$ cat src/irq_mask_pkg.sv
// package: register map, field positions and carrier types of the interrupt enable mask
`default_nettype none
package irq_mask_pkg;
  localparam logic [11:0] mask_reg_offset    = 12'h000;
  localparam logic [11:0] status_reg_offset  = 12'h004;
  localparam logic [11:0] pending_reg_offset = 12'h008;
  localparam logic [7:0]  mask_reset_value   = 8'h00;
  localparam logic [31:0] unmapped_read_value = 32'h0000_0000;
  localparam int ext0_bit   = 0;
  localparam int timer0_bit = 1;
  localparam int ext1_bit   = 2;
  localparam int timer1_bit = 3;
  localparam int uart_bit   = 4;
  localparam int timer2_bit = 5;
  localparam int spi_bit    = 6;
  localparam int global_bit = 7;
  localparam int num_sources = 7;
  localparam int sync_stages = 3;

  // the enable register split into its named fields, bit 7 first
  typedef struct packed {
    logic global_irq_enable;
    logic serial_periph_irq_enable;
    logic timer2_irq_enable;
    logic uart_irq_enable;
    logic timer1_irq_enable;
    logic ext_irq1_enable;
    logic timer0_irq_enable;
    logic ext_irq0_enable;
  } irq_mask_t;

  // raw request flags from the peripherals
  typedef struct packed {
    logic spi_flag;
    logic timer2_low_overflow_flag;
    logic timer2_high_overflow_flag;
    logic uart_flag;
    logic timer1_overflow_flag;
    logic timer0_overflow_flag;
  } irq_flags_t;
endpackage : irq_mask_pkg
`default_nettype wire

$ cat src/pin_sync.sv
// module: three-stage pin synchroniser with agreement filter
`default_nettype none
module pin_sync
  import irq_mask_pkg::*;
(
  input  wire logic pclk,
  input  wire logic presetn,
  input  wire logic pin_in,
  output var  logic level_out
);
  logic [sync_stages-1:0] stage_reg;
  logic [sync_stages-1:0] stage_next;
  logic                   level_reg;
  logic                   level_next;

  // shift in; the first stage is read only by the second
  always_comb begin
    stage_next = {stage_reg[sync_stages-2:0], pin_in};
    level_next = level_reg;
    if (stage_reg[1] == stage_reg[2]) begin
      level_next = stage_reg[2];
    end
  end

  // idle level high, since the pin is active low
  always_ff @(posedge pclk or negedge presetn) begin
    if (!presetn) begin
      stage_reg <= '1;
      level_reg <= 1'b1;
    end else begin
      stage_reg <= stage_next;
      level_reg <= level_next;
    end
  end

  assign level_out = level_reg;
endmodule // pin_sync
`default_nettype wire

$ cat src/interrupt_enable_mask.sv
// module: apb-reachable interrupt enable mask gating peripheral requests to the core
//
// The address map and register access over APB were chosen for this implementation.
`default_nettype none
module interrupt_enable_mask
  import irq_mask_pkg::*;
(
  // clock and reset
  input  wire logic                   pclk,
  input  wire logic                   presetn,
  // apb slave
  input  wire logic                   psel,
  input  wire logic                   penable,
  input  wire logic                   pwrite,
  input  wire logic [11:0]            paddr,
  input  wire logic [31:0]            pwdata,
  input  wire logic [3:0]             pstrb,
  output var  logic [31:0]            prdata,
  output var  logic                   pready,
  output var  logic                   pslverr,
  // peripheral flags and active-low pins
  input  wire irq_flags_t             flags,
  input  wire logic                   ext_irq0_input_n,
  input  wire logic                   ext_irq1_input_n,
  // gated requests, one per mask bit below the global enable
  output var  logic [num_sources-1:0] irq_to_core
);
  // word geometry around the eight-bit mask
  localparam int word_width = 32;
  localparam int mask_pad   = word_width - $bits(irq_mask_t);
  localparam int src_pad    = word_width - num_sources;
  localparam int mask_lane  = 0;

  // mask and bus response state
  irq_mask_t              mask_reg;
  irq_mask_t              mask_next;
  logic [31:0]            prdata_reg;
  logic [31:0]            prdata_next;
  logic                   pready_reg;
  logic                   pready_next;
  logic                   pslverr_reg;
  logic                   pslverr_next;

  // request path
  logic [num_sources-1:0] pend;
  logic [num_sources-1:0] src_enable;
  logic [num_sources-1:0] irq_reg;
  logic [num_sources-1:0] irq_next;
  logic                   timer2_any;
  logic                   ext0_level;
  logic                   ext1_level;

  // bus decode
  logic                   access;
  logic                   mapped;
  logic                   sel_mask;
  logic                   sel_status;
  logic                   sel_pending;
  logic                   wr_mask;
  logic [31:0]            read_word;

  // external pins cross into pclk before use
  pin_sync u_sync_ext0 (
    .pclk      (pclk),
    .presetn   (presetn),
    .pin_in    (ext_irq0_input_n),
    .level_out (ext0_level)
  );
  pin_sync u_sync_ext1 (
    .pclk      (pclk),
    .presetn   (presetn),
    .pin_in    (ext_irq1_input_n),
    .level_out (ext1_level)
  );

  // either timer 2 overflow half raises the one timer 2 request
  assign timer2_any = flags.timer2_low_overflow_flag | flags.timer2_high_overflow_flag;

  // pending sources, in mask bit order
  always_comb begin
    pend = '0;
    pend[spi_bit]    = flags.spi_flag;
    pend[timer2_bit] = timer2_any;
    pend[uart_bit]   = flags.uart_flag;
    pend[timer1_bit] = flags.timer1_overflow_flag;
    pend[ext1_bit]   = ~ext1_level;
    pend[timer0_bit] = flags.timer0_overflow_flag;
    pend[ext0_bit]   = ~ext0_level;
  end

  // individual enables gathered in source order
  always_comb begin
    src_enable = '0;
    src_enable[spi_bit]    = mask_reg.serial_periph_irq_enable;
    src_enable[timer2_bit] = mask_reg.timer2_irq_enable;
    src_enable[uart_bit]   = mask_reg.uart_irq_enable;
    src_enable[timer1_bit] = mask_reg.timer1_irq_enable;
    src_enable[ext1_bit]   = mask_reg.ext_irq1_enable;
    src_enable[timer0_bit] = mask_reg.timer0_irq_enable;
    src_enable[ext0_bit]   = mask_reg.ext_irq0_enable;
  end

  // gating; a cleared global enable overrides every individual mask
  always_comb begin
    irq_next = '0;
    if (mask_reg.global_irq_enable) begin
      irq_next = pend & src_enable;
    end
  end

  // one flop of latency keeps the requests to the core glitch free
  always_ff @(posedge pclk or negedge presetn) begin
    if (!presetn) begin
      irq_reg <= '0;
    end else begin
      irq_reg <= irq_next;
    end
  end

  // address decode; any other word answers with an error
  assign sel_mask    = (paddr == mask_reg_offset);
  assign sel_status  = (paddr == status_reg_offset);
  assign sel_pending = (paddr == pending_reg_offset);
  assign mapped      = sel_mask | sel_status | sel_pending;

  // the first access-phase edge is taken; pready high blocks a second take
  assign access  = psel & penable & ~pready_reg;
  // only the low lane carries the mask; status and pending are read only
  assign wr_mask = access & pwrite & sel_mask & pstrb[mask_lane];

  // response: one wait state, then a one-cycle pready pulse
  always_comb begin
    pready_next  = 1'b0;
    pslverr_next = 1'b0;
    if (access) begin
      pready_next  = 1'b1;
      pslverr_next = ~mapped;
    end
  end

  // response flops
  always_ff @(posedge pclk or negedge presetn) begin
    if (!presetn) begin
      pready_reg  <= 1'b0;
      pslverr_reg <= 1'b0;
    end else begin
      pready_reg  <= pready_next;
      pslverr_reg <= pslverr_next;
    end
  end

  // mask write lands in the wait state, one edge before the master sees pready
  always_comb begin
    mask_next = mask_reg;
    if (wr_mask) begin
      mask_next.global_irq_enable        = pwdata[global_bit];
      mask_next.serial_periph_irq_enable = pwdata[spi_bit];
      mask_next.timer2_irq_enable        = pwdata[timer2_bit];
      mask_next.uart_irq_enable          = pwdata[uart_bit];
      mask_next.timer1_irq_enable        = pwdata[timer1_bit];
      mask_next.ext_irq1_enable          = pwdata[ext1_bit];
      mask_next.timer0_irq_enable        = pwdata[timer0_bit];
      mask_next.ext_irq0_enable          = pwdata[ext0_bit];
    end
  end

  // mask flops; cleared on reset so nothing reaches the core until software opts in
  always_ff @(posedge pclk or negedge presetn) begin
    if (!presetn) begin
      mask_reg <= irq_mask_t'(mask_reset_value);
    end else begin
      mask_reg <= mask_next;
    end
  end

  // read mux; upper bits read as zero
  always_comb begin
    case (paddr)
      mask_reg_offset:    read_word = {{mask_pad{1'b0}}, mask_reg};
      status_reg_offset:  read_word = {{src_pad{1'b0}}, irq_reg};
      pending_reg_offset: read_word = {{src_pad{1'b0}}, pend};
      default:            read_word = unmapped_read_value;
    endcase
  end

  // read data loads with pready and then holds, so a late sample still sees it
  always_comb begin
    prdata_next = prdata_reg;
    if (access) begin
      prdata_next = unmapped_read_value;
      if (!pwrite) begin
        prdata_next = read_word;
      end
    end
  end

  // read data flops
  always_ff @(posedge pclk or negedge presetn) begin
    if (!presetn) begin
      prdata_reg <= '0;
    end else begin
      prdata_reg <= prdata_next;
    end
  end

  // bus outputs straight from flops
  assign prdata      = prdata_reg;
  assign pready      = pready_reg;
  assign pslverr     = pslverr_reg;

  // request outputs straight from flops
  assign irq_to_core = irq_reg;
endmodule // interrupt_enable_mask
`default_nettype wire

$ cat config.mk
export PLATFORM = sky130hd
export DESIGN_NAME = interrupt_enable_mask
export DESIGN_NICKNAME = d
export VERILOG_FILES = /design/src/irq_mask_pkg.sv /design/src/pin_sync.sv /design/src/interrupt_enable_mask.sv
export SDC_FILE = /design/constraint.sdc
export NUM_CORES = 1
export LEC_CHECK = 0
export BUFFER_PORTS_ARGS = -buffer_cell sky130_fd_sc_hd__clkbuf_2
export CORE_ASPECT_RATIO = 1.5
export CORE_MARGIN = 3
export CORE_UTILIZATION = 38
export DETAILED_ROUTE_END_ITERATION = 10
export PLACE_DENSITY = 0.82
export SKIP_LAST_GASP = 1
export SYNTH_ARGS = -nofsm -noshare
export SYNTH_HDL_FRONTEND = slang
export SYNTH_SLANG_ARGS = --single-unit
$ cat constraint.sdc
create_clock -name pclk -period 1.35 [get_ports pclk]
set_input_delay 0.135 -clock pclk [delete_from_list [all_inputs] [get_ports pclk]]
set_output_delay 0.135 -clock pclk [all_outputs]
set_load 0.01 [all_outputs]
# [Word level (Yosys, flattened, before mapping)]
# Cells that the tools add are included.
[totals] ff_bits=57 in_bits=61 output_inout_bits=41 word_cells=39
[classes] n_eq_ne=4 n_mux=5 n_bitwise=13 n_reduce_logical=1
[ops] cell="8-bit one-hot mux with 3 select lines" n=1
[ops] cell="12-bit by 3-bit equality test with 1-bit output (second input constant)" n=1
[ops] cell="12-bit by 4-bit equality test with 1-bit output (second input constant)" n=1
[ops] cell="12-bit zero test" n=1
[ops] cell="8-bit two-way mux" n=1
[ops] cell="7-bit AND" n=1
[ops] cell="7-bit two-way mux" n=1
[ops] cell="1-bit AND" n=5
[ops] cell="1-bit NOT" n=4
[ops] cell="1-bit bitwise OR" n=3
[ops] cell="1-bit equality test" n=2
[ops] cell="1-bit two-way mux" n=2

# [Logic depth before layout (Yosys ltp)]
# Gate-level depths: netlist of run 1.
[depth] ltp_word=5 depth_mapped=5 ltp_nobuf=4

# [Hierarchy]
# From an unflattened synthesis of run 1, not the netlist that was laid out.
[hier_totals] cells_unflattened=130 hier_area_um2=1565.3
[modules_own_cells] mod="interrupt_enable_mask" n_inst=1 cells_per_inst=120 area_per_inst_um2=1332.5 seq_area_each_um2=625.6
[modules_own_cells] mod="pin_sync" n_inst=2 cells_per_inst=5 area_per_inst_um2=116.4 seq_area_each_um2=105.1

# [Worst setup path before layout of run 1]
# OpenSTA, ideal clock, no wires.
[synth_timing] path_type="reg2reg" start="register pready_reg, in the netlist pready" end="register mask_reg[0] (netlist bit)" setup_time_ps=125 arrival_ps=1415 required_time_ps=1225 slack_ps=-190 stages_incl_launch_ff=4 n_path_buf=0 period_less_slack_ps=1540 cell_sequence="dfrtp_1 > nand3b_1 > nor3_4 > mux2_4"
[synth_via] elab_chain_len=5
[synth_rtl] item="start, declared" line_no="interrupt_enable_mask.sv:39" text="logic pready_reg;"
[synth_rtl] item="start signal, assigned" line_no="interrupt_enable_mask.sv:147" text="pready_reg <= pready_next;"
[synth_rtl] item="1-bit NOT" line_no="interrupt_enable_mask.sv:127" text="assign access = psel & penable & ~pready_reg;"
[synth_rtl] item="1-bit AND" line_no="interrupt_enable_mask.sv:127"
[synth_rtl] item="1-bit AND (3 in series)" line_no="interrupt_enable_mask.sv:129" text="assign wr_mask = access & pwrite & sel_mask & pstrb[mask_lane];"
[synth_rtl] item="end signal, assigned" line_no="interrupt_enable_mask.sv:170" text="mask_reg <= irq_mask_t'(mask_reset_value);"
[synth_rtl] item="end signal, assigned" line_no="interrupt_enable_mask.sv:172" text="mask_reg <= mask_next;"
[synth_rtl] item="end, declared" line_no="interrupt_enable_mask.sv:35" text="irq_mask_t mask_reg;"
# No other way between the ends.
# A chain may end at the register's enable or synchronous reset.

# [Worst setup path in the final report of run 1]
[layout_timing] start="register pready_reg, in the netlist pready" end="register mask_reg[5] (netlist bit)"
# The elaborated chain is that of the path after synthesis.

==> summary.md, run 1 <==
| Metric | Value |
|---|---|
| Post-synthesis sequential area ratio | 53.2% |
| Clock buffer depth | 2 |
| Multiplexer share of the synthesized area | 12.1% |
| DRT antenna net count | 0 |
| Root Driver | clkbuf_8 |
| First-pass GRT wire length | 5200 um |
| Number of max-cap violations | 0 |
| Adder-cell share of the synthesized area | ~1.3% |
| Vias/cell | 4.60 |
| DIE HEIGHT | 84.8 um |
| Final hold violations | 0 |
| Count leader, synth | dfrtp_1 |
| Critical path launch point type | flip-flop |
| Worst EP required | 1.51 ns |
| Failing checks | negative setup slack |
| Ys Warns | 0 |
| First drt pass iteration count | 4 |
| Initial Util | 39.7% |
| Fillers | 380 |
| Tot GR Track Use | 14.0% |
| Worst hold start | pwdata[4] |
| Cell count of the worst hold path | 2 |
| Grt met3 use | 4.77% |
| Clock slew at reported path FFs | about 0.07 ns |
| Placer congestion estimate | roughly 0.66 |
| Clock buffer count from CTS | 5 |
| Number of enable flip-flop cells after synthesis | 0 |
| R2R depth | 4 |
| Reg2reg setup slack | -0.11 ns |
| Reg power frac | a little under half |
| Initial antenna violation count | 0 |
| Die W | between 50 and 60 um |
| GRT met1 Usage | 16.3% |
| Largest family of logic cells by synthesized area | simple AND/OR/NAND/NOR gates |
| Ports | 102 |
| Clk_lat worst skew | approximately 0.28 ns |
| Mapped cell area | 0.00157 mm^2 |
| Synthesized area per cell | 11.9 um^2 |
| FMAX | 683 MHz |
| Crit path DAT | roughly 1.6 ns |
| Min Tclk post-route | about 1.5 ns |
| FFs w/ async S/R, synth | between 90% and 100% |
| Post-Synth Simple-Gate Area | 13.6% |
| Multi-input gate area | around 620 um^2 |
| Share of the synthesized area in the top cell type | roughly 40% |
| PortBufs | 50 |
| Met2 Usage GRT | 22.4% |
| Comb power frac | 8.8% |
| Layout area overhead | 29.0% |
| Reg2Reg Capture Point | mask_reg[5] |
| Final Net Count | about 260 |
| Sw Share | 21.2% |
| Post-Synth XOR/XNOR Area | 0% |
| Initial DRC count | 17 |
| DRT Wirelength | about 3300 um |
| Via count | 1,142 |
| Row count | 28 |
| TritonCTS Sinks | 33 |
| Synth cell count leaders | dfrtp_1 (25), buf_4 (24), nand2_1 (11) |
| Final worst-path cycle share | 108% |
| FF-to-FF Start | pready |
| Peak supply drop | ~660 uV |
| Top post-synthesis cells by area | dfrtp_1 (40%), dfstp_2 (13%), buf_4 (11%) |
| Pins Over Slew Limit | 0 |
| Internal Power | 1.70 mW |
| Setup Skew | ~0.006 ns |
| Die area | 0.00496 mm^2 |
| Crit-path max FO | 6 |
| HP Class | in2reg |
| H-tree Lvls | 2 |
| Gr busiest metal | met2 |
| WS Path Type | reg2reg |
| Leak pwr | around 1.1 nW |
| FF+latch area | 836 um^2 |
| Crit end category | flip-flop |
| Final worst slack | -0.114 ns |
| Unrepaired setup endpoints after global routing | true |
| Yosys top cell by area | dfrtp_1 |
| Post-DP HPWL | 2490 um |
| Antenna Cells | 0 |
| Netlist cell types | 27 |
| CTS tree | yes |
| Setup TNS | -0.912 ns |
| Top FF cell, synth | dfrtp_1 |
| Vias in the first global route | 1,119 |
| Final setup vio count | 13 |
| Clk network pwr share | a little over two fifths |
| Layout cells sized above 1 | a little under half |
| Register bit total from synthesis | 33 |
| Post-route DRC | 0 |
| WL/cell | 13.3 um |
| Core area | a little under 0.004 mm^2 |
| Run status | complete, but fails checks |
| Synthesized instance count | 132 |
| Layout Utilization | 51.2% |
| Largest net degree at the start of global routing | 34 |
| PD cells | 1060 mW/mm^2 |
| Switch Pwr | 0.456 mW |
| Overflow after GRT | 0 |
| Compound-Gate Fraction of Synth Area | 6.85% |
| WHS Endpoint | mask_reg[4] |
-- worst max-delay path by stage --
stage	start	to	slack, ns	cells past startpoint
3_3_place_gp	paddr[5]	mask_reg[3]	-0.21	6
3_5_place_dp	paddr[9]	mask_reg[3]	-0.23	6
4_1_cts	pready	mask_reg[5]	-0.12	4
6_report	pready	mask_reg[5]	-0.11	4
2_1_floorplan	pready	mask_reg[0]	-0.17	3
5_1_grt	pready	mask_reg[5]	-0.17	4
-- power groups by stage --
stage	registers [mW]	logic (mW)	clock network, mW
finish	1.03	0.189	0.936
global route	1.03	0.209	1.00
global placement	1.05	0.177	0
CTS	1.03	0.188	0.964
floorplan	1.05	0.125	0
detailed placement	1.05	0.181	0
-- what timing repair did --
action                                  4_1_cts  5_1_grt
hold endpoints to repair                     27        0
setup buffers                                 0        1
hold buffers                                  3        0
endpoints found under the setup margin       15       15
pin swaps                                     0        0
gates resized for setup                       1        2
-- cells in the final DEF (no fill, tap or decap), drive strengths merged --
cell,Yosys,layout
nor3,1,1
dfrtp,25,25
mux2,8,8
o22a,3,3
nor4,3,3
a21oi,4,4
conb,1,24
nand4,1,1
dlygate4sd3,0,3
nand2,12,12
clkbuf,2,57
o21ai,7,7
bufinv,0,1
inv,2,2
nor2b,1,1
and3,4,4
mux2i,7,7
o41ai,1,1
nand3,2,2
a2111oi,2,2
maj3,2,2
nand3b,1,1
nor2,9,9
nand2b,1,1
buf,25,14
dfstp,8,8
-- critical path: stages, from the launching register on --
cell      delay, ns
dfrtp_1        0.38
nand3b_1       0.22
nor3_4         0.26
buf_6          0.18
mux2_4         0.30
-- area by class of cell --
cell class                      count  share of cell area [%]
Clock buffer                        7                    4.26
Sequential cell                    33                    41.2
Tap cell                           45                    2.78
Clock inverter                      1                    1.48
Timing Repair Buffer               67                    19.2
Inverter                            2                   0.370
Multi-Input combinational cell     93                    30.7
-- metrics by stage --
stage / power (mW) / hold WS, ns / instance area (um^2) / std cells / setup slack, ns
2_1_floorplan: 1.17 / -0.161 / 1660 / 155 / -0.172
6_report: 2.16 / 0.0801 / 2030 / 248 / -0.114
3_5_place_dp: 1.23 / 0.181 / 1870 / 236 / -0.233
5_1_grt: 2.24 / 0.0753 / 2030 / 248 / -0.166
4_1_cts: 2.18 / 0.0695 / 2020 / 247 / -0.116
3_3_place_gp: 1.22 / 0.173 / 1870 / 236 / -0.207
-- kinds of logic after synthesis --
logic type,after synthesis
buffers and inverters,29
adder cells (fa/ha/maj),2
other,1
AND/OR/NAND/NOR,35
flip-flops,33
AO/OA/AOI/OAI,17
multiplexers,15
-- per-layer routing --
metal  wire length [um]  part of all wire (%)
met5                  0                     0
met3                270                   8.2
met1               1230                    37
met4                 84                   2.6
met2               1700                    52
No activity file was read; power rests on OpenSTA's default activity.
==> inputs of run 2 (changes only) <==
--- a/config.mk
+++ b/config.mk
@@ -14,4 +14,5 @@
 export SKIP_LAST_GASP = 1
 export SYNTH_ARGS = -nofsm -noshare
 export SYNTH_HDL_FRONTEND = slang
+export SYNTH_HIERARCHICAL = 1
 export SYNTH_SLANG_ARGS = --single-unit
==> summary.md, run 2 <==
| Metric | Value |
|---|---|
| WL/cell | 13.8 um |
| CP max stage delay | 0.46 ns |
| Clock buffer count from CTS | 5 |
| Crit path DAT | 1.65 ns |
| DRT Wirelength | 3240 um |
| FFs w/ async S/R, synth | 100% |
| Post-route DRC | 0 |
| Die W | 58.4 um |
| Netlist cell types | 26 |
| Clk_lat worst skew | 0.27 ns |
| Antenna Cells | 0 |
| Final setup vio count | 15 |
| Fillers | 357 |
| Vias in the first global route | 1,094 |
| Via count | 1,076 |
| Clk network pwr share | ~37% |
| First drt pass iteration count | 4 |
| TritonCTS Sinks | 33 |
| Core area | 0.00396 mm^2 |
| Number of max-cap violations | 0 |
| FMAX | between 600 and 700 MHz |
| Peak supply drop | roughly 840 uV |
| Ports | 102 |
| Placer congestion estimate | just over 0.8 |
| Crit-path max FO | 8 |
| Multi-input gate area | 624 um^2 |
| Ys Warns | 6 |
| Failing checks | negative setup slack |
| Run status | complete, but fails checks |
| Post-DP HPWL | approximately 2700 um |
| WS Path Type | reg2reg |
| FF+latch area | around 840 um^2 |
| Reg power frac | 53.4% |
| Slowest cell on crit path | or3_4 |
| Final worst slack | -0.148 ns |
| First-pass GRT wire length | 5190 um |
| Initial DRC count | 19 |
| Clock slew at reported path FFs | 0.06 ns |
| Final Net Count | 251 |
| Initial antenna violation count | 0 |
| Yosys top cell by area | dfrtp_1 |
| Post-synthesis sequential area ratio | 53.4% |
| Setup bufs post-CTS | 0 |
| Pre-CTS worst setup slack | -0.287 ns |
| Synthesized instance count | 130 |
| Die area | 0.00494 mm^2 |
| DIE HEIGHT | 84.6 um |
| HP Class | in2reg |
| Overflow after GRT | 0 |
| Initial Util | 39.5% |
| Row count | 28 |
| Top FF cell, synth | dfrtp_1 |
| CP delay by family, top | simple AND/OR/NAND/NOR gates |
| Top post-synthesis cells by area | dfrtp_1 (40%), dfstp_2 (13%), buf_4 (12%) |
| Leak pwr | 1.05 nW |
| Critical path launch point type | flip-flop |
| Buf+Inv Stages, Crit Path | 0 |
| DRT antenna net count | 0 |
| Final hold violations | 0 |
| Sw Share | 22.2% |
| Vias/cell | 4.58 |
| Pins Over Slew Limit | 0 |
| Comb power frac | 9.8% |
| Register bit total from synthesis | 33 |
| Internal Power | 1.50 mW |
| Commonest non-fill, non-tap cells in the layout | clkbuf_2 (50), dfrtp_1 (25), conb_1 (24), nand2_1 (11) |
| PD cells | between 900 and 1000 mW/mm^2 |
| Clock buffer depth | 2 |
| Final worst-path cycle share | 111% |
| Hold slack | 0.0708 ns |
| Tot GR Track Use | 14.6% |
| Crit end category | flip-flop |
| Worst EP required | about 1.5 ns |
| Setup Skew | 0.00388 ns |
| Layout cells sized above 1 | 44.7% |
| Mapped cell area | 0.00157 mm^2 |
| H-tree Lvls | 2 |
| PortBufs | 50 |
| Switch Pwr | ~0.43 mW |
| Number of enable flip-flop cells after synthesis | 0 |
| Commonest non-fill, non-tap cell in the layout | clkbuf_2 |
| Share of the synthesized area in the top cell type | 40.0% |
| Synth cell count leaders | buf_4 (25), dfrtp_1 (25), nand2_1 (11) |
| Largest net degree at the start of global routing | 21 |
| Layout area overhead | 23.7% |
| CTS tree | yes |
| Unrepaired setup endpoints after global routing | true |
| Synthesized area per cell | 12.0 um^2 |
| Cell breakdown of the critical path | nand3b_1 > or3_4 > mux2_4 |
| Min Tclk post-route | 1.50 ns |
| Root Driver | clkbuf_8 |
[run 2: changes by cell type after synthesis, sizes merged, moves of 2 or more]
cell,change
o22a,-3
a2111oi,-2
and3,+2
a22o,+6
a21oi,-3
nor2,-3
nand3,-2
inv,+2
[run 2: power groups by stage]
stage                     clock network, mW  logic [mW]  registers [mW]
after floorplan                           0       0.132            1.05
after global placement                    0       0.177            1.04
after detailed placement                  0       0.180            1.05
after CTS                             0.736       0.188            1.03
after global routing                  0.780       0.208            1.03
final                                 0.709       0.188            1.03
[run 2: worst paths after layout]
path / start / slack [ns] / cells past startpoint / end
max: pready / -0.15 / 3 / mask_reg[2]
max in group asynchronous: presetn / 0.46 / 3 / irq_to_core[3]
max reg2reg: pready / -0.15 / 3 / mask_reg[2]
min: pwrite / 0.07 / 2 / prdata[7]
min reg2reg: u_sync_ext1/stage_reg[0] / 0.36 / 0 / u_sync_ext1/stage_reg[1]
min in group asynchronous: presetn / 0.34 / 2 / irq_to_core[5]
[run 2: per-stage QoR]
step / instances / total power, mW / util [%] / instance area [um^2] / setup TNS, ns
2_1_floorplan: 153 / 1.18 / - / 1660 / -0.928
3_3_place_gp: 226 / 1.22 / 45.6 / 1800 / -2.58
3_5_place_dp: 226 / 1.23 / 45.6 / 1800 / -3.20
4_1_cts: 236 / 1.95 / 48.7 / 1930 / -2.41
5_1_grt: 235 / 2.02 / 48.9 / 1940 / -2.77
6_report: 235 / 1.93 / 48.9 / 1940 / -1.90
[run 2: logic make-up (layout without fill, tap and decap cells)]
kind of cell	Yosys count	in the layout	synth area share [%]
AOI/OAI and AO/OA	16	16	7.11
adders and majority gates	2	2	1.44
buffers and inverters	32	69	14.1
DFF	33	33	53.4
muxes	14	14	11.5
other	1	24	0.240
and+or+nand+nor	32	32	12.2
[run 2: per-layer routing]
layer / wire length, um / global-route usage, % / vias up
li1: - / - / 514
met1: 1190 / 16.4 / 494
met2: 1600 / 23.2 / 64
met3: 360 / 5.54 / 4
met4: 82 / 8.23 / 0
met5: 0 / 0 / -
[run 2: cell type report]
cell class	instances	area share (%)
clock buffer	7	4.46
inverter	4	0.776
multi-input combinational	88	32.3
sequential	33	43.2
tap	45	2.91
timing repair buffer	58	16.4
[run 2: timing repair]
item	4_1_cts	5_1_grt
hold buffers	3	0
endpoints found under the hold margin	13	0
pin swaps	0	3
endpoints found under the setup margin	15	15
resized for setup	2	3
[run 2: worst reg2reg max path, cell delays in order, from the launching register on]
cell      delay, ns
dfrtp_1        0.37
nand3b_1       0.23
or3_4          0.46
mux2_4         0.33
